File: src/flash_host_pkg.sv
// constants and types for the flash host controller
`default_nettype none
package flash_host_pkg;
  // register byte offsets
  localparam logic [5:0] OFF_CTRL = 6'h00;
  localparam logic [5:0] OFF_ADDR = 6'h04;
  localparam logic [5:0] OFF_WDATA = 6'h08;
  localparam logic [5:0] OFF_CMD = 6'h0c;
  localparam logic [5:0] OFF_STAT = 6'h10;
  localparam logic [5:0] OFF_RDATA = 6'h14;
  localparam logic [5:0] OFF_ISTAT = 6'h18;
  localparam logic [5:0] OFF_IEN = 6'h1c;
  localparam logic [5:0] OFF_ICLR = 6'h20;
  // control and status bit positions
  localparam int CTRL_UNLOCK = 0;
  localparam int CTRL_VHH = 1;
  localparam int CTRL_PWRDN = 2;
  localparam int STAT_BUSY = 0;
  localparam int STAT_LOCKED = 1;
  localparam int IRQ_DONE = 0;
  localparam int IRQ_REFUSED = 1;
  localparam int IRQ_W = 2;
  localparam int READY_BIT = 7;
  // command bytes understood by the flash
  localparam logic [7:0] CODE_ARRAY = 8'hff;
  localparam logic [7:0] CODE_PROG = 8'h40;
  localparam logic [7:0] CODE_ERASE = 8'h20;
  localparam logic [7:0] CODE_CONFIRM = 8'hd0;
  localparam logic [7:0] CODE_SUSPEND = 8'hb0;
  localparam logic [7:0] CODE_STATUS = 8'h70;
  localparam logic [7:0] CODE_CLEAR = 8'h50;
  localparam logic [7:0] CODE_IDENT = 8'h90;
  // operations software starts through the command register
  localparam logic [3:0] OP_WRITE = 4'h0;
  localparam logic [3:0] OP_READ = 4'h1;
  localparam logic [3:0] OP_PROGRAM = 4'h2;
  localparam logic [3:0] OP_ERASE = 4'h3;
  localparam logic [3:0] OP_SUSPEND = 4'h4;
  localparam logic [3:0] OP_RESUME = 4'h5;
  localparam logic [3:0] OP_STATUS = 4'h6;
  localparam logic [3:0] OP_CLEAR = 4'h7;
  localparam logic [3:0] OP_IDENT = 4'h8;
  localparam logic [3:0] OP_ARRAY = 4'h9;
  // timing
  localparam int CLK_NS = 10;
  localparam int T_WP_NS = 60;
  localparam int T_WPH_NS = 20;
  localparam int T_LOCK_NS = 100;
  localparam int CNT_W = 8;
  typedef enum logic [2:0] {S_IDLE, S_WLOW, S_WGAP, S_RLOW, S_RGAP} seq_t;
  typedef enum logic [1:0] {P_CMD, P_DATA, P_POLL, P_READ} phase_t;
endpackage
`default_nettype wire

File: src/flash_host_ctrl.sv
// host controller driving an asynchronous command-set flash from AHB-Lite registers
//
// Chosen here: the AHB-Lite slave port and the placing of the registers.
`default_nettype none
module flash_host_ctrl #(
  parameter int AW = 19,
  parameter int DW = 16,
  parameter int T_ACC_NS = 70,
  parameter int T_HZ_NS = 25
) (
  input wire logic hclk,
  input wire logic hresetn,
  input wire logic hsel,
  input wire logic [31:0] haddr,
  input wire logic [1:0] htrans,
  input wire logic hwrite,
  input wire logic [2:0] hsize,
  input wire logic [31:0] hwdata,
  input wire logic hready,
  output logic hreadyout,
  output logic [31:0] hrdata,
  output logic hresp,
  output logic irq,
  output logic [AW-1:0] fl_addr,
  input wire logic [DW-1:0] dq_in,
  output logic [DW-1:0] dq_out,
  output logic dq_oe_n,
  output logic ce_n,
  output logic we_n,
  output logic oe_n,
  output logic wp_high,
  output logic vhh_en,
  output logic reset_powerdown_n
);
  localparam int WP_CYC = (flash_host_pkg::T_WP_NS + flash_host_pkg::CLK_NS - 1)
    / flash_host_pkg::CLK_NS;
  localparam int WPH_CYC = (flash_host_pkg::T_WPH_NS + flash_host_pkg::CLK_NS - 1)
    / flash_host_pkg::CLK_NS;
  // two extra cycles cover the data synchroniser
  localparam int RD_CYC = (T_ACC_NS + flash_host_pkg::CLK_NS - 1) / flash_host_pkg::CLK_NS + 2;
  localparam int HZ_CYC = (T_HZ_NS + flash_host_pkg::CLK_NS - 1) / flash_host_pkg::CLK_NS;
  localparam int LOCK_CYC = (flash_host_pkg::T_LOCK_NS + flash_host_pkg::CLK_NS - 1)
    / flash_host_pkg::CLK_NS;
  localparam int CW = flash_host_pkg::CNT_W;
  localparam int IW = flash_host_pkg::IRQ_W;

  // bus and register state
  logic [5:0] a_addr_ff, nxt_a_addr;
  logic a_wr_ff, nxt_a_wr, a_rd_ff, nxt_a_rd;
  logic hready_ff, nxt_hready;
  logic [31:0] hrdata_ff, nxt_hrdata;
  logic [2:0] ctrl_ff, nxt_ctrl;
  logic [AW-1:0] addr_ff, nxt_addr;
  logic [DW-1:0] wdata_ff, nxt_wdata;
  logic [3:0] go_op_ff, nxt_go_op;
  logic go_ff, nxt_go;
  logic [IW-1:0] istat_ff, nxt_istat, ien_ff, nxt_ien;
  logic irq_ff, nxt_irq;
  logic pwr_n_ff, nxt_pwr_n;
  // sequencer state
  flash_host_pkg::seq_t seq_ff, nxt_seq;
  flash_host_pkg::phase_t ph_ff, nxt_ph;
  logic [3:0] op_ff, nxt_op;
  logic [CW-1:0] cnt_ff, nxt_cnt;
  logic ce_n_ff, nxt_ce_n, we_n_ff, nxt_we_n, oe_n_ff, nxt_oe_n;
  logic [DW-1:0] dq_out_ff, nxt_dq_out, rdata_ff, nxt_rdata;
  logic dq_oe_n_ff, nxt_dq_oe_n;
  logic busy_ff, nxt_busy, op_unlock_ff, nxt_op_unlock, ev_done;
  logic go_taken;
  logic [DW-1:0] dq_s1_ff, dq_s2_ff;
  // boot unlock state
  logic wp_ff, nxt_wp, vhh_ff, nxt_vhh, unlock_any_ff;
  logic [CW-1:0] lock_cnt_ff, nxt_lock_cnt;
  logic locked;

  assign locked = !unlock_any_ff && (lock_cnt_ff == '0);

  function automatic logic [DW-1:0] first_code(input logic [3:0] op, input logic [DW-1:0] wd);
    logic [7:0] c;
    c = flash_host_pkg::CODE_ARRAY;
    case (op)
      flash_host_pkg::OP_PROGRAM: c = flash_host_pkg::CODE_PROG;
      flash_host_pkg::OP_ERASE: c = flash_host_pkg::CODE_ERASE;
      flash_host_pkg::OP_SUSPEND: c = flash_host_pkg::CODE_SUSPEND;
      flash_host_pkg::OP_RESUME: c = flash_host_pkg::CODE_CONFIRM;
      flash_host_pkg::OP_STATUS: c = flash_host_pkg::CODE_STATUS;
      flash_host_pkg::OP_CLEAR: c = flash_host_pkg::CODE_CLEAR;
      flash_host_pkg::OP_IDENT: c = flash_host_pkg::CODE_IDENT;
      default: c = flash_host_pkg::CODE_ARRAY;
    endcase
    first_code = (op == flash_host_pkg::OP_WRITE) ? wd : DW'(c);
  endfunction

  // AHB-Lite slave and software registers
  always_comb
  begin
    nxt_a_addr = a_addr_ff;
    nxt_a_wr = 1'b0;
    nxt_a_rd = a_rd_ff;
    nxt_hready = hready_ff;
    nxt_hrdata = hrdata_ff;
    nxt_ctrl = ctrl_ff;
    nxt_addr = addr_ff;
    nxt_wdata = wdata_ff;
    nxt_go_op = go_op_ff;
    // a suspend stays pending until the erase poll can take it
    nxt_go = go_ff && busy_ff && !go_taken;
    nxt_ien = ien_ff;
    nxt_istat = istat_ff;
    if (a_wr_ff)
    begin
      case (a_addr_ff)
        flash_host_pkg::OFF_CTRL: nxt_ctrl = hwdata[2:0];
        flash_host_pkg::OFF_ADDR: nxt_addr = hwdata[AW-1:0];
        flash_host_pkg::OFF_WDATA: nxt_wdata = hwdata[DW-1:0];
        flash_host_pkg::OFF_IEN: nxt_ien = hwdata[IW-1:0];
        flash_host_pkg::OFF_ICLR: nxt_istat = istat_ff & ~hwdata[IW-1:0];
        flash_host_pkg::OFF_CMD:
          // one operation at a time; only a suspend may break into a running erase
          if (go_ff || (busy_ff && !(hwdata[3:0] == flash_host_pkg::OP_SUSPEND
            && op_ff == flash_host_pkg::OP_ERASE)))
            nxt_istat[flash_host_pkg::IRQ_REFUSED] = 1'b1;
          else
          begin
            nxt_go = 1'b1;
            nxt_go_op = hwdata[3:0];
          end
        default: nxt_a_addr = a_addr_ff;
      endcase
    end
    // events set after the clear so a coincident event is kept
    if (ev_done)
      nxt_istat[flash_host_pkg::IRQ_DONE] = 1'b1;
    if (a_rd_ff)
    begin
      nxt_a_rd = 1'b0;
      nxt_hready = 1'b1;
      case (a_addr_ff)
        flash_host_pkg::OFF_CTRL: nxt_hrdata = 32'(ctrl_ff);
        flash_host_pkg::OFF_ADDR: nxt_hrdata = 32'(addr_ff);
        flash_host_pkg::OFF_WDATA: nxt_hrdata = 32'(wdata_ff);
        flash_host_pkg::OFF_CMD: nxt_hrdata = 32'(go_op_ff);
        flash_host_pkg::OFF_STAT: nxt_hrdata = 32'({locked, busy_ff});
        flash_host_pkg::OFF_RDATA: nxt_hrdata = 32'(rdata_ff);
        flash_host_pkg::OFF_ISTAT: nxt_hrdata = 32'(istat_ff);
        flash_host_pkg::OFF_IEN: nxt_hrdata = 32'(ien_ff);
        default: nxt_hrdata = 32'h0000_0000;
      endcase
    end
    else if (hsel && htrans[1] && hready)
    begin
      nxt_a_addr = haddr[5:0];
      nxt_a_wr = hwrite;
      nxt_a_rd = !hwrite;
      nxt_hready = hwrite;
    end
    nxt_irq = |(nxt_istat & nxt_ien);
    nxt_pwr_n = !nxt_ctrl[flash_host_pkg::CTRL_PWRDN];
  end

  always_ff @(posedge hclk or negedge hresetn)
  begin
    if (!hresetn)
    begin
      a_addr_ff <= 6'h00;
      a_wr_ff <= 1'b0;
      a_rd_ff <= 1'b0;
      hready_ff <= 1'b1;
      hrdata_ff <= 32'h0000_0000;
      ctrl_ff <= 3'h0;
      addr_ff <= '0;
      wdata_ff <= '0;
      go_op_ff <= 4'h0;
      go_ff <= 1'b0;
      istat_ff <= '0;
      ien_ff <= '0;
      irq_ff <= 1'b0;
      pwr_n_ff <= 1'b1;
    end
    else
    begin
      a_addr_ff <= nxt_a_addr;
      a_wr_ff <= nxt_a_wr;
      a_rd_ff <= nxt_a_rd;
      hready_ff <= nxt_hready;
      hrdata_ff <= nxt_hrdata;
      ctrl_ff <= nxt_ctrl;
      addr_ff <= nxt_addr;
      wdata_ff <= nxt_wdata;
      go_op_ff <= nxt_go_op;
      go_ff <= nxt_go;
      istat_ff <= nxt_istat;
      ien_ff <= nxt_ien;
      irq_ff <= nxt_irq;
      pwr_n_ff <= nxt_pwr_n;
    end
  end

  // flash bus sequencer
  always_comb
  begin
    logic do_w, do_r, fin;
    logic [DW-1:0] w_code;
    do_w = 1'b0;
    do_r = 1'b0;
    fin = 1'b0;
    w_code = '0;
    nxt_seq = seq_ff;
    nxt_ph = ph_ff;
    nxt_op = op_ff;
    nxt_cnt = cnt_ff;
    nxt_ce_n = ce_n_ff;
    nxt_we_n = we_n_ff;
    nxt_oe_n = oe_n_ff;
    nxt_dq_out = dq_out_ff;
    nxt_dq_oe_n = dq_oe_n_ff;
    nxt_rdata = rdata_ff;
    nxt_busy = busy_ff;
    nxt_op_unlock = op_unlock_ff;
    ev_done = 1'b0;
    go_taken = 1'b0;
    case (seq_ff)
      flash_host_pkg::S_IDLE:
        if (go_ff)
        begin
          nxt_op = go_op_ff;
          nxt_busy = 1'b1;
          nxt_op_unlock = ctrl_ff[flash_host_pkg::CTRL_UNLOCK];
          if (go_op_ff == flash_host_pkg::OP_READ)
          begin
            nxt_ph = flash_host_pkg::P_READ;
            do_r = 1'b1;
          end
          else
          begin
            nxt_ph = flash_host_pkg::P_CMD;
            w_code = first_code(go_op_ff, wdata_ff);
            do_w = 1'b1;
          end
        end
      flash_host_pkg::S_WLOW:
        if (cnt_ff == '0)
        begin
          // both strobes rise together so either framing reads the same
          nxt_we_n = 1'b1;
          nxt_ce_n = 1'b1;
          nxt_seq = flash_host_pkg::S_WGAP;
          nxt_cnt = CW'(WPH_CYC - 1);
        end
        else
          nxt_cnt = cnt_ff - 1'b1;
      flash_host_pkg::S_WGAP:
        if (cnt_ff != '0)
          nxt_cnt = cnt_ff - 1'b1;
        else
        begin
          nxt_dq_oe_n = 1'b1;
          if (ph_ff == flash_host_pkg::P_DATA)
          begin
            nxt_ph = flash_host_pkg::P_POLL;
            do_r = 1'b1;
          end
          else if (op_ff == flash_host_pkg::OP_PROGRAM)
          begin
            // setup is followed by the word itself
            nxt_ph = flash_host_pkg::P_DATA;
            w_code = wdata_ff;
            do_w = 1'b1;
          end
          else if (op_ff == flash_host_pkg::OP_ERASE)
          begin
            nxt_ph = flash_host_pkg::P_DATA;
            w_code = DW'(flash_host_pkg::CODE_CONFIRM);
            do_w = 1'b1;
          end
          else if (op_ff == flash_host_pkg::OP_SUSPEND)
          begin
            nxt_ph = flash_host_pkg::P_POLL;
            do_r = 1'b1;
          end
          else if (op_ff == flash_host_pkg::OP_STATUS || op_ff == flash_host_pkg::OP_IDENT)
          begin
            nxt_ph = flash_host_pkg::P_READ;
            do_r = 1'b1;
          end
          else
            fin = 1'b1;
        end
      flash_host_pkg::S_RLOW:
        if (cnt_ff == '0)
        begin
          nxt_rdata = dq_s2_ff;
          nxt_ce_n = 1'b1;
          nxt_oe_n = 1'b1;
          nxt_seq = flash_host_pkg::S_RGAP;
          nxt_cnt = CW'(HZ_CYC - 1);
        end
        else
          nxt_cnt = cnt_ff - 1'b1;
      flash_host_pkg::S_RGAP:
        if (cnt_ff != '0)
          nxt_cnt = cnt_ff - 1'b1;
        else if (ph_ff == flash_host_pkg::P_POLL && !rdata_ff[flash_host_pkg::READY_BIT])
        begin
          if (go_ff)
          begin
            // pending suspend breaks into the erase poll between reads
            go_taken = 1'b1;
            nxt_op = go_op_ff;
            nxt_ph = flash_host_pkg::P_CMD;
            w_code = DW'(flash_host_pkg::CODE_SUSPEND);
            do_w = 1'b1;
          end
          else
            do_r = 1'b1;
        end
        else
          fin = 1'b1;
      default: nxt_seq = flash_host_pkg::S_IDLE;
    endcase
    if (do_w)
    begin
      nxt_seq = flash_host_pkg::S_WLOW;
      nxt_ce_n = 1'b0;
      nxt_we_n = 1'b0;
      nxt_dq_out = w_code;
      nxt_dq_oe_n = 1'b0;
      nxt_cnt = CW'(WP_CYC - 1);
    end
    if (do_r)
    begin
      nxt_seq = flash_host_pkg::S_RLOW;
      nxt_ce_n = 1'b0;
      nxt_oe_n = 1'b0;
      nxt_cnt = CW'(RD_CYC - 1);
    end
    if (fin)
    begin
      nxt_seq = flash_host_pkg::S_IDLE;
      nxt_busy = 1'b0;
      ev_done = 1'b1;
    end
    // unlock stays up for the whole operation that started with it
    nxt_wp = (ctrl_ff[flash_host_pkg::CTRL_UNLOCK] || (nxt_busy && nxt_op_unlock))
      && !ctrl_ff[flash_host_pkg::CTRL_VHH];
    nxt_vhh = (ctrl_ff[flash_host_pkg::CTRL_UNLOCK] || (nxt_busy && nxt_op_unlock))
      && ctrl_ff[flash_host_pkg::CTRL_VHH];
    if (nxt_wp || nxt_vhh)
      nxt_lock_cnt = CW'(LOCK_CYC);
    else if (lock_cnt_ff != '0)
      nxt_lock_cnt = lock_cnt_ff - 1'b1;
    else
      nxt_lock_cnt = lock_cnt_ff;
  end

  always_ff @(posedge hclk or negedge hresetn)
  begin
    if (!hresetn)
    begin
      seq_ff <= flash_host_pkg::S_IDLE;
      ph_ff <= flash_host_pkg::P_CMD;
      op_ff <= 4'h0;
      cnt_ff <= '0;
      ce_n_ff <= 1'b1;
      we_n_ff <= 1'b1;
      oe_n_ff <= 1'b1;
      dq_out_ff <= '0;
      dq_oe_n_ff <= 1'b1;
      rdata_ff <= '0;
      busy_ff <= 1'b0;
      op_unlock_ff <= 1'b0;
      wp_ff <= 1'b0;
      vhh_ff <= 1'b0;
      unlock_any_ff <= 1'b0;
      lock_cnt_ff <= '0;
      dq_s1_ff <= '0;
      dq_s2_ff <= '0;
    end
    else
    begin
      seq_ff <= nxt_seq;
      ph_ff <= nxt_ph;
      op_ff <= nxt_op;
      cnt_ff <= nxt_cnt;
      ce_n_ff <= nxt_ce_n;
      we_n_ff <= nxt_we_n;
      oe_n_ff <= nxt_oe_n;
      dq_out_ff <= nxt_dq_out;
      dq_oe_n_ff <= nxt_dq_oe_n;
      rdata_ff <= nxt_rdata;
      busy_ff <= nxt_busy;
      op_unlock_ff <= nxt_op_unlock;
      wp_ff <= nxt_wp;
      vhh_ff <= nxt_vhh;
      unlock_any_ff <= nxt_wp || nxt_vhh;
      lock_cnt_ff <= nxt_lock_cnt;
      dq_s1_ff <= dq_in;
      dq_s2_ff <= dq_s1_ff;
    end
  end

  assign hreadyout = hready_ff;
  assign hrdata = hrdata_ff;
  assign hresp = 1'b0;
  assign irq = irq_ff;
  assign fl_addr = addr_ff;
  assign dq_out = dq_out_ff;
  assign dq_oe_n = dq_oe_n_ff;
  assign ce_n = ce_n_ff;
  assign we_n = we_n_ff;
  assign oe_n = oe_n_ff;
  assign wp_high = wp_ff;
  assign vhh_en = vhh_ff;
  assign reset_powerdown_n = pwr_n_ff;
endmodule
`default_nettype wire

File: config.mk
export PLATFORM = sky130hd
export DESIGN_NAME = flash_host_ctrl
export DESIGN_NICKNAME = d
export VERILOG_FILES = /design/src/flash_host_pkg.sv /design/src/flash_host_ctrl.sv
export SDC_FILE = /design/constraint.sdc
export NUM_CORES = 1
export LEC_CHECK = 0
export BUFFER_PORTS_ARGS = -buffer_cell sky130_fd_sc_hd__buf_2
export CAP_MARGIN = 5
export CORE_MARGIN = 8
export CORE_UTILIZATION = 54
export DETAILED_ROUTE_END_ITERATION = 7
export GPL_TIMING_DRIVEN = 0
export PLACE_DENSITY_LB_ADDON = 0.25
export REMOVE_ABC_BUFFERS = 1
export SKIP_CTS_REPAIR_TIMING = 1
export SLEW_MARGIN = 30
export SYNTH_ARGS = -nofsm -noshare
export SYNTH_HDL_FRONTEND = slang
export SYNTH_SLANG_ARGS = --single-unit
File: constraint.sdc
create_clock -name hclk -period 2.85 [get_ports hclk]
set_clock_uncertainty 0.1 [all_clocks]
set_input_delay 0.1425 -clock hclk [delete_from_list [all_inputs] [get_ports hclk]]
set_output_delay 0.1425 -clock hclk [all_outputs]
set_load 0.01 [all_outputs]
==> impl_metrics.csv, run 1 <==
group,metric,value,unit
drt,ant_nets,0,
grt,grt_start_max_net_pins,91,
pwr,power_density_normalized_to_cell_area,724,mW/mm2
critical_path,worst-path-max-fanout,16,
critical_path,critical_path.slowest_cell,"nor3_4",
timing,endpoints_failing_setup,0,
clock_tree,clkLatencyLatePin,0.42,ns
drt,drt_first_pass_iters,5,
clock_tree,cts.root.buffer_cell,"clkbuf_16",
place,dp.final_hpwl,11800,um
logic_synthesis,mappedNetlistArea,0.00766,mm2
pwr,leakage,4.28,nW
pwr,power.ir.vdd_worst,0.427,mV
logic_synthesis,synth_edf_count,0,
drt,drcViolationCount,0,
drt,detailroute.via_count,5653,
logic_synthesis,synth_area_per_cell,11.9,um2
timing,min_period_over_period,0.960,
grt,gr-usage-all-layers,0.193,
drt,routed_wl,18100,um
critical_path,path_class,"reg -> reg",
logic_synthesis,yosys_warnings,0,
place,placed_cells_incl_taps,900,
critical_path,reg2reg_from,"a_addr_ff[3]$_DFFE_PN0P_",
drt,routedWlPerCell,18.5,um
timing,finalHoldViolations,1,
job,maxCapViolations,0,
drt,drt_first_iter_violations,357,
layout,final_net_count,877,
clock_tree,cts_max_path_buffers,2,
layout,filler_cell_count,984,
die,floorplan.initialDensity,0.552,
layout,finalNonFillerCells,978,
logic_synthesis,async_reset_ff_frac,1.00,
critical_path,critPathCapture,"wdata_ff[6]$_DFFE_PN0P_",
layout,layout.cell_area.non_filler,0.00931,mm2
critical_path,critPathLaunch,"a_addr_ff[3]$_DFFE_PN0P_",
grt,total_congestion_overflow,0,
clock_tree,number_of_clock_sinks_seen_by_cts,175,
critical_path,timing.critical_path.arrival,2.94,ns
critical_path,cp.required,3.05,ns
pwr,post-layout-total-power,6.74,mW
place,globalplace.congestion,0.865,
critical_path,crit_buf_inv,0,
layout,final-seq-area,0.00439,mm2
layout,multi_input_area,0.00296,mm2
status,status,"complete, but fails checks",
timing,rsz0062_at_grt,"false",
grt,antenna_found_initial,1,
critical_path,crit_chain,"or4b_4 > nor3_4 > nand2_2 > mux2_2",
place,numPortBuffers,109,
logic_synthesis,ys_seq_elements,175,
place,post_dp_cell_area,0.00824,mm2
die,die_w,135,um
die,placement_rows,43,
logic_synthesis,yosysSeqAreaShare,0.573,
critical_path,critPathMaxStageDelay,0.58,ns
critical_path,worst_setup_path_start_kind,"register",
layout,synthToLayoutAreaGrowth,21.5,%
clock_tree,cts_buf_count,17,
die,die-height,135,um
status,failing_checks,"hold timing",
timing,slew_violations,0,
critical_path,critical_path.top_delay_family,"simple AND/OR/NAND/NOR gates",
timing,worst_pin_slew,0.793,ns
critical_path,setup.reg_to_reg.worst_slack,0.11,ns
critical_path,r2r_end,"wdata_ff[6]$_DFFE_PN0P_",
hold_path,hp-class,"in -> reg",
die,die_area,0.0182,mm2
critical_path,worstRegToRegCells,4,
die,core,0.0139,mm2
timing,max_freq,365,MHz
critical_path,worst-path-stages,4,
timing,finalHoldWorstSlack,-0.00760,ns
logic_synthesis,synth_cells,644,
critical_path,critPathCaptureType,"register",
timing,max_slew_margin,0.471,
clock_tree,cts_tree,"yes",
clock_tree,clkTransAtPathRegs,0.06,ns
logic_synthesis,yosysUniqueCellTypes,77,
layout,drive_above_1_share,0.305,
die,io_pins,167,
clock_tree,ctsHtreeMaxLevel,4,
grt,first_global_vias,5672,
logic_synthesis,ys.flop_type,"dfrtp_1",
timing,post_layout_minimum_cycle_time,2.74,ns
grt,grt_first_pass_wirelength,28200,um
drt,vias_per_cell,5.78,
==> layout make-up <==
type                       instances  area share
clock inverter                    12      0.0168
timing repair buffer             155       0.111
antenna                            1    0.000269
sequential                       175       0.472
clock buffer                      20      0.0480
multi-input combinational        411       0.318
tap                              180      0.0242
inverter                          24     0.00968
==> sequential cells by signal, summed over array words and instances, names as in the netlist, 2 cells and up <==
name / cells
a_addr_ff: 6
cnt_ff: 8
ctrl_ff: 3
dq_out: 16
dq_s1_ff: 16
dq_s2_ff: 16
fl_addr: 19
go_op_ff: 4
hrdata: 19
ien_ff: 2
istat_ff: 2
lock_cnt_ff: 8
op_ff: 4
ph_ff: 2
rdata_ff: 16
seq_ff: 3
wdata_ff: 16
==> through the flow <==
step | util | TNS [ns] | setup WS [ns]
floorplan | - | 0 | 0.385
global placement | 0.591 | -176.08 | -1.04
detailed placement | 0.594 | -4.23 | -0.202
CTS | 0.637 | -4.64 | -0.216
global route | 0.670 | 0 | 0.00539
finish | 0.670 | 0 | 0.113
==> tightest hold or removal path, delay by kind of cell <==
kind | cells | cell delay [ns]
AO/OA/AOI/OAI | 1 | 0.09
buffers and inverters | 1 | 0.07
AND/OR/NAND/NOR | 2 | 0.20
==> cell families after synthesis <==
group	Yosys count	synth area share
other cells	1	0.000490
xor+xnor	5	0.00572
simple gates	184	0.137
buf+inv	71	0.0479
mux	77	0.112
flops	175	0.573
compound gates	128	0.119
fa+ha+maj	3	0.00490
==> layer usage <==
layer / routed length (um) / vias to the layer above / GRT usage / share of wire
met4: 280 / 0 / 0.0654 / 0.015
li1: - / 2567 / - / -
met3: 1360 / 29 / 0.0587 / 0.075
met2: 9060 / 216 / 0.319 / 0.50
met5: 0 / - / 0 / 0
met1: 7370 / 2841 / 0.234 / 0.41
==> cells in the final DEF (no fill, tap or decap), drive strengths merged, types with 4 or more instances in the layout <==
cell / n
a211oi: 6
a21oi: 16
a221o: 4
a22o: 8
a22oi: 15
a31oi: 20
and2: 5
and3: 5
buf: 110
clkbuf: 20
clkinvlp: 4
conb: 14
dfrtp: 169
dfstp: 6
dlygate4sd3: 45
inv: 27
mux2: 70
mux2i: 7
nand2: 39
nand2b: 12
nand3: 11
nor2: 48
nor2b: 8
nor3: 9
nor3b: 7
nor4: 8
nor4b: 5
o211ai: 5
o21ai: 25
or3: 8
or3b: 4
or4b: 5
==> synth_stat cells (3+ instances only) <==
library cell | instances | area share
clkbuf_1 | 16 | 0.0078
nand2_1 | 36 | 0.018
nand2b_1 | 12 | 0.0098
nor4_1 | 6 | 0.0049
mux2_2 | 70 | 0.10
o21ai_0 | 21 | 0.014
dfstp_2 | 6 | 0.021
nand3_1 | 10 | 0.0065
buf_2 | 11 | 0.0072
a22oi_1 | 15 | 0.015
mux2i_1 | 7 | 0.0092
xnor2_1 | 3 | 0.0034
dfrtp_1 | 169 | 0.55
or4b_1 | 3 | 0.0039
a221o_1 | 4 | 0.0052
and2_1 | 4 | 0.0033
a221oi_1 | 3 | 0.0034
a21o_1 | 3 | 0.0029
nor3b_1 | 6 | 0.0059
o211ai_1 | 5 | 0.0049
buf_4 | 17 | 0.017
nor2b_1 | 8 | 0.0065
inv_1 | 24 | 0.012
and3_1 | 4 | 0.0033
nor3_1 | 8 | 0.0052
nor4b_1 | 4 | 0.0046
a211oi_1 | 5 | 0.0049
nand3b_1 | 3 | 0.0029
a22o_1 | 8 | 0.0092
or3_1 | 8 | 0.0065
a21oi_1 | 15 | 0.0098
ha_1 | 3 | 0.0049
o21ai_1 | 3 | 0.0020
buf_6 | 3 | 0.0044
a31oi_1 | 20 | 0.016
nor2_1 | 48 | 0.024
nand2_2 | 3 | 0.0025
==> worst min path at each step <==
stage | start | endpoint | cells past startpoint
global route | hsel | hreadyout$_DFFE_PN1P_ | 4
global placement | dq_in[8] | dq_s1_ff[8]$_DFF_PN0_ | 1
floorplan | hresetn | a_addr_ff[0]$_DFFE_PN0P_ | 0
finish | hready | hreadyout$_DFFE_PN1P_ | 4
CTS | hresetn | cnt_ff[7]$_DFFE_PN0P_ | 1
detailed placement | hresetn | cnt_ff[7]$_DFFE_PN0P_ | 1
==> power by group <==
part | total (mW) | switching (mW) | leakage [nW] | internal (mW)
clock | 2.36 | 0.957 | 0.283 | 1.41
sequential | 3.14 | 0.312 | 2.18 | 2.83
combinational | 1.23 | 0.663 | 1.81 | 0.570
total | 6.74 | 1.93 | 4.28 | 4.81
Note: power is estimated with default switching activity, not from simulation.
==> inputs of run 2 (changes only) <==
--- a/config.mk
+++ b/config.mk
@@ -7,7 +7,7 @@
 export LEC_CHECK = 0
 export BUFFER_PORTS_ARGS = -buffer_cell sky130_fd_sc_hd__buf_2
 export CAP_MARGIN = 5
-export CORE_MARGIN = 8
+export CORE_MARGIN = 2
 export CORE_UTILIZATION = 54
 export DETAILED_ROUTE_END_ITERATION = 7
 export GPL_TIMING_DRIVEN = 0
==> run 2 against run 1 <==
Effect of this change:
- the flow finishes with violations (DRC)
- worst setup slack improved by 0.10 ns
- hold slack better by 0.025 ns
- utilization hardly changed
- design area is essentially flat
- clock power decreased by 3%
- critical endpoint is now fl_addr[6]$_DFFE_PN0P_
- largest power group unchanged
- highest routed layer unchanged
==> impl_metrics.csv, run 2 (same netlist as run 1, synthesis figures left out) <==
group,metric,value,unit
status,status,"complete, but fails checks",
status,failing_checks,"DRC",
critical_path,critPathCaptureType,"register",
drt,drcViolationCount,3,
drt,detailroute.via_count,5637,
critical_path,r2r_end,"fl_addr[6]$_DFFE_PN0P_",
critical_path,worst_setup_path_start_kind,"register",
critical_path,critPathLaunch,"a_addr_ff[1]$_DFFE_PN0P_",
timing,fin_ws,0.215,ns
critical_path,path_class,"reg -> reg",
grt,total_congestion_overflow,0,
timing,max_freq,379,MHz
layout,synthToLayoutAreaGrowth,21.5,%
grt,first_global_vias,5356,
die,die_area,0.0151,mm2
clock_tree,cts.root.buffer_cell,"clkbuf_16",
die,io_pins,167,
timing,rsz0062_at_grt,"false",
place,numPortBuffers,109,
clock_tree,clkTransAtPathRegs,0.07,ns
die,placement_rows,43,
critical_path,reg2reg_from,"a_addr_ff[1]$_DFFE_PN0P_",
grt,grt_first_pass_wirelength,27200,um
layout,diodes,0,
drt,ant_nets,0,
hold_path,hold_wc_startpoint,"hready",
pwr,power.ir.vdd_worst,0.488,mV
drt,vias_per_cell,5.76,
layout,drive_above_1_share,0.308,
critical_path,timing.critical_path.arrival,2.84,ns
pwr,power_density_normalized_to_cell_area,714,mW/mm2
clock_tree,ctsHtreeMaxLevel,4,
timing,slew_violations,0,
die,floorplan.initialDensity,0.552,
pwr,leakage,4.29,nW
layout,multi_input_area,0.00296,mm2
timing,finalHoldViolations,0,
drt,drt_first_pass_iters,8,
critical_path,worstRegToRegCells,4,
timing,fin_setup_tns,0,ns
drt,routed_wl,17300,um
pwr,post-layout-total-power,6.64,mW
layout,most_used_cells_in_the_layout_excluding_fill_and_tap_cells,"dfrtp_1, buf_2, mux2_2",
grt,grt_start_max_net_pins,94,
layout,layout.cell_area.non_filler,0.00930,mm2
layout,filler_cell_count,1022,
layout,layout.cells.most_common,"dfrtp_1",
timing,min_period_over_period,0.925,
grt,antenna_found_initial,0,
critical_path,worst-path-max-fanout,19,
timing,endpoints_failing_setup,0,
timing,max_slew_margin,0.476,
critical_path,cp.required,3.06,ns
drt,routedWlPerCell,17.7,um
place,post_dp_cell_area,0.00824,mm2
clock_tree,clkLatencyLatePin,0.42,ns
layout,final-seq-area,0.00439,mm2
grt,gr-usage-all-layers,0.234,
place,globalplace.congestion,0.890,
clock_tree,cts_tree,"yes",
clock_tree,cts_max_path_buffers,2,
timing,worst_pin_slew,0.786,ns
clock_tree,cts_buf_count,17,
critical_path,critPathCapture,"fl_addr[6]$_DFFE_PN0P_",
place,dpl_worst_slack,-0.0911,ns
job,maxCapViolations,0,
drt,drt_first_iter_violations,375,
layout,final_net_count,880,
die,die-height,123,um
clock_tree,number_of_clock_sinks_seen_by_cts,175,
hold_path,hp-class,"in -> reg",
timing,post_layout_minimum_cycle_time,2.64,ns
die,core,0.0139,mm2
critical_path,setup.reg_to_reg.worst_slack,0.21,ns
place,dp.final_hpwl,11100,um
die,die_w,123,um
==> run 2: where the power goes <==
part           switching, mW  leakage (nW)  internal (mW)
Clock                  0.968         0.274           1.31
Combinational          0.654          1.83          0.572
Sequential             0.311          2.18           2.83
==> run 2: final cells by class <==
class                   count  area share
clock buffers              18      0.0472
flip-flops and latches    175       0.472
well taps                 180      0.0242
clock inverters            13      0.0151
multi-input cells         411       0.318
repair buffers            158       0.114
inverters                  24     0.00968
==> run 2: through the flow <==
stage | hold slack [ns] | instances | utilization
3_5_place_dp | 0.0838 | 900 | 0.594
3_3_place_gp | 0.150 | 899 | 0.591
5_1_grt | 0.0689 | 979 | 0.670
4_1_cts | -0.370 | 931 | 0.635
2_1_floorplan | -0.253 | 610 | -
6_report | 0.0173 | 979 | 0.670
==> run 2: layer usage <==
layer,global-route usage,wire [um],up-vias
met5,0,0,-
met4,0.0618,188,0
met3,0.0637,944,16
met2,0.382,8760,159
met1,0.310,7430,2871
li1,-,-,2591
==> run 2: worst min-delay path by stage <==
| stage | to | depth (start not counted) |
|---|---|---|
| 3_3_place_gp | dq_s1_ff[10]$_DFF_PN0_ | 1 |
| 2_1_floorplan | a_addr_ff[0]$_DFFE_PN0P_ | 0 |
| 6_report | hreadyout$_DFFE_PN1P_ | 4 |
| 5_1_grt | hreadyout$_DFFE_PN1P_ | 4 |
| 3_5_place_dp | cnt_ff[4]$_DFFE_PN0P_ | 1 |
| 4_1_cts | cnt_ff[4]$_DFFE_PN0P_ | 1 |
==> run 2: critical path: stages, from the launching register on <==
cell and delay, ns:
dfrtp_1 0.41, nor3_1 0.49, and3b_2 0.61, nand2_2 0.47
mux2_2 0.42
